## src/rtl/dma_port_pkg.sv

```systemverilog
// Constants and carrier types for the DMA-side buffer port access logic.
package dma_port_pkg;

   localparam logic [7:0] PORT0_CONTROL_OFS = 8'h4A;
   localparam logic [7:0] PORT0_DATA_OFS = 8'h4C;
   localparam logic [7:0] PORT1_CONTROL_OFS = 8'h52;
   localparam logic [7:0] PORT1_DATA_OFS = 8'h54;

   localparam logic [15:0] CONTROL_RESET = 16'h0800;
   localparam int TXN_CLEAR_BIT = 15;
   localparam int TXN_ENABLE_BIT = 14;
   localparam int VALID_BIT = 13;
   localparam int CLEAR_BIT = 12;
   localparam int NOT_READY_BIT = 11;

   localparam int LEN_W = 11;
   localparam int WORD_W = 16;
   localparam int FIFO_DEPTH = 8;
   localparam int FIFO_CNT_W = 4;

   localparam logic [3:0] EP_FIRST = 4'h1;
   localparam logic [3:0] EP_LAST = 4'h6;

   // Port select fields that steer one port.
   typedef struct packed {
      logic burst_select;
      logic ready_flag_timing;
      logic dma_request_enable;
      logic byte_swap;
      logic byte_mode;
      logic [3:0] dma_endpoint_select;
   } port_cfg_t;

   // One buffer word; data[7:0] is the earlier byte on the wire.
   typedef struct packed {
      logic last;
      logic single;
      logic [15:0] data;
   } stream_word_t;

endpackage : dma_port_pkg

```

## src/rtl/dma_fifo_port_access.sv

```systemverilog
// Buffer FIFO and the two DMA-side port access blocks of the device.
`timescale 1ns/1ps

module port_fifo #(
   parameter int WIDTH = 18,
   parameter int DEPTH = 8,
   parameter int CNT_W = 4
) (
   // Clock and reset
   input wire logic clk_sys,
   input wire logic nrst,
   input wire logic flush,
   // Fill side
   input wire logic in_valid,
   output logic in_ready,
   input wire logic [WIDTH-1:0] in_data,
   // Drain side
   output logic out_valid,
   input wire logic out_ready,
   output logic [WIDTH-1:0] out_data,
   output logic [CNT_W-1:0] count
);
   localparam int PW = $clog2(DEPTH);

   logic [WIDTH-1:0] mem [DEPTH];
   logic [PW-1:0] wr_ptr_q;
   logic [PW-1:0] rd_ptr_q;
   logic [CNT_W-1:0] count_q;
   logic push;
   logic pop;

   assign in_ready = (count_q != CNT_W'(DEPTH));
   assign out_valid = (count_q != '0);
   assign out_data = mem[rd_ptr_q];
   assign count = count_q;
   assign push = in_valid & in_ready;
   assign pop = out_valid & out_ready;

   always_ff @(posedge clk_sys) begin
      if (push) begin
         mem[wr_ptr_q] <= in_data;
      end
   end

   always_ff @(posedge clk_sys or negedge nrst) begin
      if (!nrst) begin
         wr_ptr_q <= '0;
         rd_ptr_q <= '0;
         count_q <= '0;
      end else if (flush) begin
         wr_ptr_q <= '0;
         rd_ptr_q <= '0;
         count_q <= '0;
      end else begin
         if (push) begin
            wr_ptr_q <= (wr_ptr_q == PW'(DEPTH - 1)) ? '0 : wr_ptr_q + 1'b1;
         end
         if (pop) begin
            rd_ptr_q <= (rd_ptr_q == PW'(DEPTH - 1)) ? '0 : rd_ptr_q + 1'b1;
         end
         count_q <= count_q + CNT_W'(push) - CNT_W'(pop);
      end
   end

endmodule : port_fifo

module dma_fifo_port_access #(
   parameter int FIFO_DEPTH = dma_port_pkg::FIFO_DEPTH
) (
   // Clock and reset
   input wire logic clk_sys,
   input wire logic nrst,
   // Parallel register bus
   input wire logic bus_cs,
   input wire logic bus_rd,
   input wire logic bus_wr,
   input wire logic [7:0] bus_addr,
   input wire logic [1:0] bus_be,
   input wire logic [15:0] bus_wdata,
   output logic [15:0] bus_rdata,
   // Port select fields, strap and endpoint configuration
   input dma_port_pkg::port_cfg_t port_cfg [2],
   input wire logic bus_width_strap,
   input wire logic [6:0] endpoint_byte_mode,
   input wire logic [6:0] endpoint_direction,
   output logic [1:0] byte_mode_readback,
   // DMA controller side
   input wire logic [1:0] terminal_count_in,
   output logic [1:0] dma_request,
   // Transaction counter and buffer-ready events
   output logic [1:0] txn_count_enable,
   output logic [1:0] txn_count_clear,
   output logic [1:0] buffer_ready_flag,
   // Serial engine receive stream
   input wire logic [1:0] sie_rx_valid,
   input dma_port_pkg::stream_word_t sie_rx_word [2],
   output logic [1:0] sie_rx_ready,
   // Serial engine transmit stream
   output logic [1:0] sie_tx_valid,
   output dma_port_pkg::stream_word_t sie_tx_word [2],
   input wire logic [1:0] sie_tx_ready
);
   localparam int FW = $bits(dma_port_pkg::stream_word_t);
   localparam int LW = dma_port_pkg::LEN_W;
   localparam int CW = dma_port_pkg::FIFO_CNT_W;

   logic [15:0] rd_val [2];
   logic [15:0] bus_rdata_q;
   logic [7:0] ep_dir_vec;
   logic [7:0] ep_bm_vec;

   // The strap is low for an 8-bit bus.
   logic strap_narrow;

   assign strap_narrow = ~bus_width_strap;
   assign ep_dir_vec = {1'b0, endpoint_direction};
   assign ep_bm_vec = {1'b0, endpoint_byte_mode};
   assign bus_rdata = bus_rdata_q;

   always_ff @(posedge clk_sys or negedge nrst) begin
      if (!nrst) begin
         bus_rdata_q <= 16'h0000;
      end else if (bus_cs && bus_rd) begin
         bus_rdata_q <= rd_val[0] | rd_val[1];
      end
   end

   for (genvar g = 0; g < 2; g++) begin : port_g
      localparam logic [7:0] CTRL_OFS =
         (g == 0) ? dma_port_pkg::PORT0_CONTROL_OFS : dma_port_pkg::PORT1_CONTROL_OFS;
      localparam logic [7:0] DATA_OFS =
         (g == 0) ? dma_port_pkg::PORT0_DATA_OFS : dma_port_pkg::PORT1_DATA_OFS;

      dma_port_pkg::port_cfg_t cfg;
      dma_port_pkg::stream_word_t fill_word;
      dma_port_pkg::stream_word_t bus_word;
      dma_port_pkg::stream_word_t head;
      logic [3:0] ep;
      logic ep_ok;
      logic is_tx;
      logic narrow;
      logic not_ready;
      logic hit_ctrl;
      logic hit_data;
      logic ctrl_wr;
      logic data_wr;
      logic data_rd;
      logic fill_valid;
      logic fill_ready;
      logic drain_valid;
      logic drain_ready;
      logic [CW-1:0] fcount;
      logic rx_push;
      logic rx_pop;
      logic tx_pop;
      logic tx_done;
      logic clear_req;
      logic flush;
      logic force_done;
      logic fill_done;
      logic [15:0] head_data;
      logic [15:0] ctrl_word;
      logic [15:0] data_word;
      logic valid_q;
      logic half_q;
      logic access_q;
      logic txn_en_q;
      logic txn_clr_q;
      logic ready_q;
      logic [LW-1:0] len_q;
      logic [LW-1:0] push_bytes;
      logic [LW-1:0] pop_bytes;

      assign cfg = port_cfg[g];
      assign ep = cfg.dma_endpoint_select;
      assign ep_ok = (ep >= dma_port_pkg::EP_FIRST) && (ep <= dma_port_pkg::EP_LAST);
      assign is_tx = ep_ok & ep_dir_vec[ep[2:0]];
      assign narrow = strap_narrow | cfg.byte_mode | ep_bm_vec[ep[2:0]];
      assign byte_mode_readback[g] = cfg.byte_mode & ~strap_narrow;

      // Not ready: no endpoint, a finished or full transmit buffer, or nothing to read.
      always_comb begin
         if (!ep_ok) begin
            not_ready = 1'b1;
         end else if (is_tx) begin
            not_ready = valid_q | ~fill_ready;
         end else begin
            not_ready = ~valid_q | ~drain_valid;
         end
      end

      assign hit_ctrl = bus_cs && (bus_addr == CTRL_OFS);
      assign hit_data = bus_cs && (bus_addr == DATA_OFS);
      assign ctrl_wr = hit_ctrl & bus_wr & bus_be[1];
      // Accesses while not ready are dropped rather than corrupting the buffer.
      assign data_wr = hit_data & bus_wr & is_tx & ~not_ready;
      assign data_rd = hit_data & bus_rd & ~is_tx & ~not_ready;

      // Build a transmit word from the bus, honouring width and byte order.
      always_comb begin
         bus_word.last = 1'b0;
         bus_word.single = 1'b1;
         bus_word.data = {8'h00, bus_wdata[7:0]};
         if (!narrow) begin
            if (bus_be == 2'b11) begin
               bus_word.single = 1'b0;
               bus_word.data = cfg.byte_swap ? {bus_wdata[7:0], bus_wdata[15:8]} : bus_wdata;
            end else if (bus_be[1]) begin
               bus_word.data = {8'h00, bus_wdata[15:8]};
            end
         end
      end

      assign fill_word = is_tx ? bus_word : sie_rx_word[g];
      // Receive fills only on a real handshake, so an unselected port never takes a word.
      assign fill_valid = is_tx ? data_wr : rx_push;
      assign sie_rx_ready[g] = ~is_tx & ep_ok & fill_ready & ~valid_q;
      assign rx_push = ~is_tx & sie_rx_valid[g] & sie_rx_ready[g];

      // Transmit drains only once the packet is marked complete.
      assign drain_ready = is_tx ? (sie_tx_ready[g] & valid_q) : rx_pop;
      assign sie_tx_valid[g] = is_tx & valid_q & drain_valid;
      assign sie_tx_word[g] = '{last: (fcount == CW'(1)), single: head.single, data: head.data};
      assign tx_pop = sie_tx_valid[g] & sie_tx_ready[g];
      assign tx_done = tx_pop & (fcount == CW'(1));

      // In 8-bit mode a word is read a byte at a time.
      assign rx_pop = data_rd & (~narrow | half_q | head.single);
      assign head_data = cfg.byte_swap ? {head.data[7:0], head.data[15:8]} : head.data;
      assign data_word = narrow ? {8'h00, (half_q ? head.data[15:8] : head.data[7:0])}
                                : head_data;

      // Receive clear needs valid set; transmit clear always acts.
      assign clear_req = ctrl_wr & bus_wdata[dma_port_pkg::CLEAR_BIT] & (is_tx | valid_q);
      assign flush = clear_req;
      assign force_done = is_tx & ((ctrl_wr & bus_wdata[dma_port_pkg::VALID_BIT])
                                   | (data_wr & terminal_count_in[g]));
      assign fill_done = is_tx & data_wr & (fcount == CW'(FIFO_DEPTH - 1));

      port_fifo #(
         .WIDTH(FW),
         .DEPTH(FIFO_DEPTH),
         .CNT_W(CW)
      ) fifo_u (
         .clk_sys(clk_sys),
         .nrst(nrst),
         .flush(flush),
         .in_valid(fill_valid),
         .in_ready(fill_ready),
         .in_data(fill_word),
         .out_valid(drain_valid),
         .out_ready(drain_ready),
         .out_data(head),
         .count(fcount)
      );

      // Buffer-valid: a forced completion written with a clear still sets it.
      always_ff @(posedge clk_sys or negedge nrst) begin
         if (!nrst) begin
            valid_q <= 1'b0;
         end else if (is_tx) begin
            if (force_done || fill_done) begin
               valid_q <= 1'b1;
            end else if (flush || tx_done) begin
               valid_q <= 1'b0;
            end
         end else begin
            if (rx_push && sie_rx_word[g].last) begin
               valid_q <= 1'b1;
            end else if (flush) begin
               valid_q <= 1'b0;
            end
         end
      end

      always_ff @(posedge clk_sys or negedge nrst) begin
         if (!nrst) begin
            half_q <= 1'b0;
         end else if (flush || rx_pop) begin
            half_q <= 1'b0;
         end else if (data_rd) begin
            half_q <= 1'b1;
         end
      end

      assign push_bytes = rx_push ? (sie_rx_word[g].single ? LW'(1) : LW'(2)) : LW'(0);
      assign pop_bytes = !data_rd ? LW'(0) :
                         (narrow || head.single) ? LW'(1) : LW'(2);

      always_ff @(posedge clk_sys or negedge nrst) begin
         if (!nrst) begin
            len_q <= '0;
         end else if (flush) begin
            len_q <= '0;
         end else begin
            len_q <= len_q + push_bytes - pop_bytes;
         end
      end

      always_ff @(posedge clk_sys or negedge nrst) begin
         if (!nrst) begin
            txn_en_q <= 1'b0;
            txn_clr_q <= 1'b0;
         end else begin
            txn_clr_q <= ctrl_wr & bus_wdata[dma_port_pkg::TXN_CLEAR_BIT];
            if (ctrl_wr) begin
               txn_en_q <= bus_wdata[dma_port_pkg::TXN_ENABLE_BIT];
            end
         end
      end

      // Timing bit set: flag at packet completion. Clear: flag after the last receive read.
      always_ff @(posedge clk_sys or negedge nrst) begin
         if (!nrst) begin
            ready_q <= 1'b0;
         end else if (cfg.ready_flag_timing) begin
            ready_q <= (rx_push & sie_rx_word[g].last & ~valid_q) | tx_done;
         end else begin
            ready_q <= rx_pop & (fcount == CW'(1)) & valid_q;
         end
      end

      always_ff @(posedge clk_sys or negedge nrst) begin
         if (!nrst) begin
            access_q <= 1'b0;
         end else begin
            access_q <= data_wr | data_rd;
         end
      end

      assign txn_count_enable[g] = txn_en_q;
      assign txn_count_clear[g] = txn_clr_q;
      assign buffer_ready_flag[g] = ready_q;
      // Cycle steal drops the request for the cycle after each access; burst holds it.
      assign dma_request[g] = cfg.dma_request_enable & ~not_ready
                              & ~(~cfg.burst_select & access_q);

      // Clear bits always read 0; length reports receive endpoints only.
      assign ctrl_word = {1'b0, txn_en_q, valid_q, 1'b0, not_ready,
                          (is_tx ? LW'(0) : len_q)};

      always_comb begin
         if (hit_ctrl) begin
            rd_val[g] = ctrl_word;
         end else if (data_rd) begin
            rd_val[g] = data_word;
         end else begin
            rd_val[g] = 16'h0000;
         end
      end
   end

endmodule : dma_fifo_port_access

```

## config.mk

```make
export PLATFORM = sky130hd
export DESIGN_NAME = dma_fifo_port_access
export DESIGN_NICKNAME = d
export VERILOG_FILES = /design/src/rtl/dma_port_pkg.sv /design/src/rtl/dma_fifo_port_access.sv
export SDC_FILE = /design/constraint.sdc
export NUM_CORES = 1
export LEC_CHECK = 0
export BUFFER_PORTS_ARGS = -buffer_cell sky130_fd_sc_hd__buf_2
export CORE_ASPECT_RATIO = 0.9
export CORE_MARGIN = 4
export CORE_UTILIZATION = 60
export DETAILED_ROUTE_END_ITERATION = 8
export GPL_TIMING_DRIVEN = 0
export PLACE_DENSITY_LB_ADDON = 0.2
export REMOVE_ABC_BUFFERS = 1
export SYNTH_ARGS = -nofsm -noshare
export SYNTH_HDL_FRONTEND = slang
export SYNTH_SLANG_ARGS = --single-unit
export TNS_END_PERCENT = 30
```

## constraint.sdc

```tcl
create_clock -name clk_sys -period 4.4 [get_ports clk_sys]
set_input_delay 0.44 -clock clk_sys [delete_from_list [all_inputs] [get_ports clk_sys]]
set_output_delay 0.44 -clock clk_sys [all_outputs]
set_load 0.03 [all_outputs]
```

==> impl_metrics.env <==
export IMPL_fin_crit_ns=4.15
export IMPL_min_period_over_period_pct=94.4
export IMPL_groute_usage_overall_pct=28.4
export IMPL_area_share_of_the_leading_cell_type_in_the_synthesized_netlist_pct=48.4
export IMPL_setup_total_negative_slack_ns=0
export IMPL_antenna_cells_inserted=0
export IMPL_antenna_found_initial=1
export IMPL_drt_wirelength_per_cell_um=25.2
export IMPL_fp_coreArea_um2=27300
export IMPL_synthDistinctLibCells=70
export IMPL_worst_margin_slew_ns=1.35
export IMPL_timing_clock_skew_ns=0.0238
export IMPL_synth_cell_count_leaders="edfxtp_1 (272), mux2i_1 (104), nor2_1 (81)"
export IMPL_worst_setup_path_end_kind="flip-flop"
export IMPL_hold_class="in -> reg"
export IMPL_cts_root_to_sink_buffers=3
export IMPL_run_status="completed"
export IMPL_drt_first_pass_iters=5
export IMPL_clkSinkCount=342
export IMPL_placed_wire_length_estimate_after_detailed_placement_um=31900
export IMPL_area_growth_syn_to_layout_pct=16.1
export IMPL_tritoncts_num_buffers=35
export IMPL_synthesis_area_per_instance_um2=13.9
export IMPL_synth_main_ff_cell="edfxtp_1"
export IMPL_worstPathMaxFanout=26
export IMPL_drt_iter0_markers=1395
export IMPL_power_density_cell_area_nw_per_um2=611
export IMPL_timing_rr_start="port_g[0].fifo_u.rd_ptr_q[1]"
export IMPL_via_count=11407
export IMPL_yosys_area_top_type="edfxtp_1"
export IMPL_vdd_ir_drop_max_uv=481
export IMPL_post_place_cells=1704
export IMPL_route_final_wire_length_um=44600
export IMPL_maxCapViolCount=0
export IMPL_ys_seq_elements=342
export IMPL_synth_edff_count=272
export IMPL_io_buffer_count=171
export IMPL_synth_top_cells_by_area="edfxtp_1 (48%), dfrtp_1 (10%), mux4_2 (7.9%), mux2i_1 (6.2%), mux2_2 (3.8%)"
export IMPL_clkTransAtPathRegs_ns=0.06
export IMPL_final_cell_count_no_fill=1771
export IMPL_post_route_cells_drive_above_1_share_pct=28.9
export IMPL_critPathLaunch="port_g[0].fifo_u.rd_ptr_q[1]"
export IMPL_p_leak_nw=7.51
export IMPL_grt_pass1_wl_um=66800
export IMPL_hold_path_startpoint="port_cfg[16]"
export IMPL_timing_max_slew_rel_slack_pct=9.13
export IMPL_die_width_um=185
export IMPL_ioPinCount=172
export IMPL_post_synth_inst_count=1211
export IMPL_grt_ovfl_total=0
export IMPL_cp_required_ns=4.80
export IMPL_cts_htree_levels=2
export IMPL_clock_latency_reported_for_the_late_side_of_the_worst_skew_pair_ns=0.53
export IMPL_clock_tree_root_cell="clkbuf_16"
export IMPL_syn_cell_area_um2=16900
export IMPL_grt_max_degree=43
export IMPL_worst_endpoint_arrival_ns=4.55
export IMPL_rsz_0062_raised_after_global_routing="false"
export IMPL_asyncSetResetFlopFracSynth_pct=20.5
export IMPL_post_route_worst_setup_slack_ns=0.247
export IMPL_grt_pass1_vias=11327
export IMPL_cts_tree="yes"
export IMPL_finalSetupViolCount=0
export IMPL_routabilityCongestion=0.869
export IMPL_drc_errors=0
export IMPL_yosys_warnings=0
export IMPL_numnets_final=1546
export IMPL_report_power_total_w=0.0120
export IMPL_finalMaxSlewViolations=0
export IMPL_initial_utilization_pct=61.7
export IMPL_place_ws_ns=-0.569
export IMPL_avgViaCountPerCell=6.44
export IMPL_floorplan_rows=57
export IMPL_ant_nets=0
export IMPL_crit_path_start_kind="flip-flop"
export IMPL_fp_dieArea_um2=30900
export IMPL_worstSetupPathType="reg -> reg"
export IMPL_highest_achievable_clock_rate_mhz=241
export IMPL_ys_seq_area_share_pct=58.8
export IMPL_die_h_um=167
export IMPL_hold_viol=0
export IMPL_yosys_cell_count_top_type="edfxtp_1"
==> flip-flops by register name (all words and copies together) (netlist names) <==
signal and cells:
port_g.fifo_u.mem 272, port_g.fifo_u.rd_ptr_q 6, port_g.txn_clr_q 2, port_g.txn_en_q 2, port_g.ready_q 2, port_g.fifo_u.count 8
port_g.half_q 2, port_g.len_q 22, port_g.access_q 2, bus_rdata 16, port_g.valid_q 2, port_g.fifo_u.wr_ptr_q 6
==> where the power goes <==
part | internal [W] | total, W | switching, W
combinational | 0.00204 | 0.00489 | 0.00285
sequential | 0.00383 | 0.00421 | 0.000384
clock | 0.00163 | 0.00287 | 0.00123
==> final timing paths <==
check,end,cells past startpoint,slack [ns]
setup / recovery,port_g[0].len_q[9],14,0.25
hold / removal,port_g[0].ready_q,2,0.13
setup reg to reg,port_g[0].len_q[9],14,0.25
hold reg to reg,bus_rdata[9],1,0.51
max in group asynchronous,port_g[1].txn_en_q,3,3.36
min in group asynchronous,bus_rdata[7],2,0.44
==> layout make-up <==
cell class,instances,area [µm²]
clock buffers,46,938
multi-input cells,757,6570
flip-flops and latches,342,9930
inverters,48,180
clock inverters,18,156
repair buffers,206,1370
well taps,354,443
fillers,1826,7730
==> repair_timing <==
action	CTS	global route
setup buffers	0	2
gates resized for setup	2	7
endpoints found under the hold margin	33	0
pin swaps	0	0
endpoints found under the setup margin	4	9
hold buffers	1	0
==> layout by cell type, fill, tap and decap left out, types with 7 or more instances in the layout <==
cell / instances
buf_2: 170
clkbuf_1: 10
a221oi_1: 15
clkbuf_16: 36
mux2_2: 57
mux4_2: 59
nand2_1: 64
nand2b_1: 12
nor2b_1: 20
o22ai_1: 10
ha_1: 44
and2_1: 10
a21oi_1: 37
mux2i_1: 104
dfrtp_1: 64
nor3b_2: 9
and3_1: 8
o22a_1: 7
nand4_1: 7
nor2_1: 77
o21ai_0: 56
edfxtp_1: 272
nand3_1: 8
buf_6: 17
nor3_1: 30
inv_1: 48
==> layer usage <==
layer / up-vias / wire (µm) / global-route usage [%]
met3: 80 / 4280 / 5.06
met2: 610 / 21000 / 44.4
li1: 5014 / - / -
met5: - / 0 / 0
met1: 5703 / 18100 / 41.5
met4: 0 / 1170 / 8.49
==> critical path: stages (launching register included) <==
cell and delay, ns:
dfrtp_2 0.53, buf_12 0.25, mux4_2 0.33, mux2_2 0.31, or2b_1 0.24, or2_2 0.28, fa_1 0.46, ha_1 0.29
a21o_1 0.18, a21oi_1 0.22, nor2b_1 0.07, o21ai_0 0.32, a21oi_1 0.16, mux2i_1 0.15, nor3_1 0.25
==> kinds of logic (layout without fill, tap and decap cells) <==
kind of cell / count (synthesis) / after routing / share of synthesized area (%)
simple gates: 289 / 289 / 8.62
mux: 221 / 221 / 17.9
xor+xnor: 12 / 12 / 0.623
fa+ha+maj: 50 / 50 / 3.98
compound gates: 185 / 185 / 7.26
flops: 342 / 342 / 58.8
buf+inv: 112 / 318 / 2.76
==> metrics by stage <==
step                util, %  hold slack, ns  cell area (µm²)
floorplan                 -           0.144            16600
global placement       65.5           0.475            17900
detailed placement     67.5           0.439            18400
CTS                    71.6           0.115            19600
global route           71.7           0.140            19600
finish                 71.7           0.129            19600
Note: power is estimated with default switching activity, not from simulation.
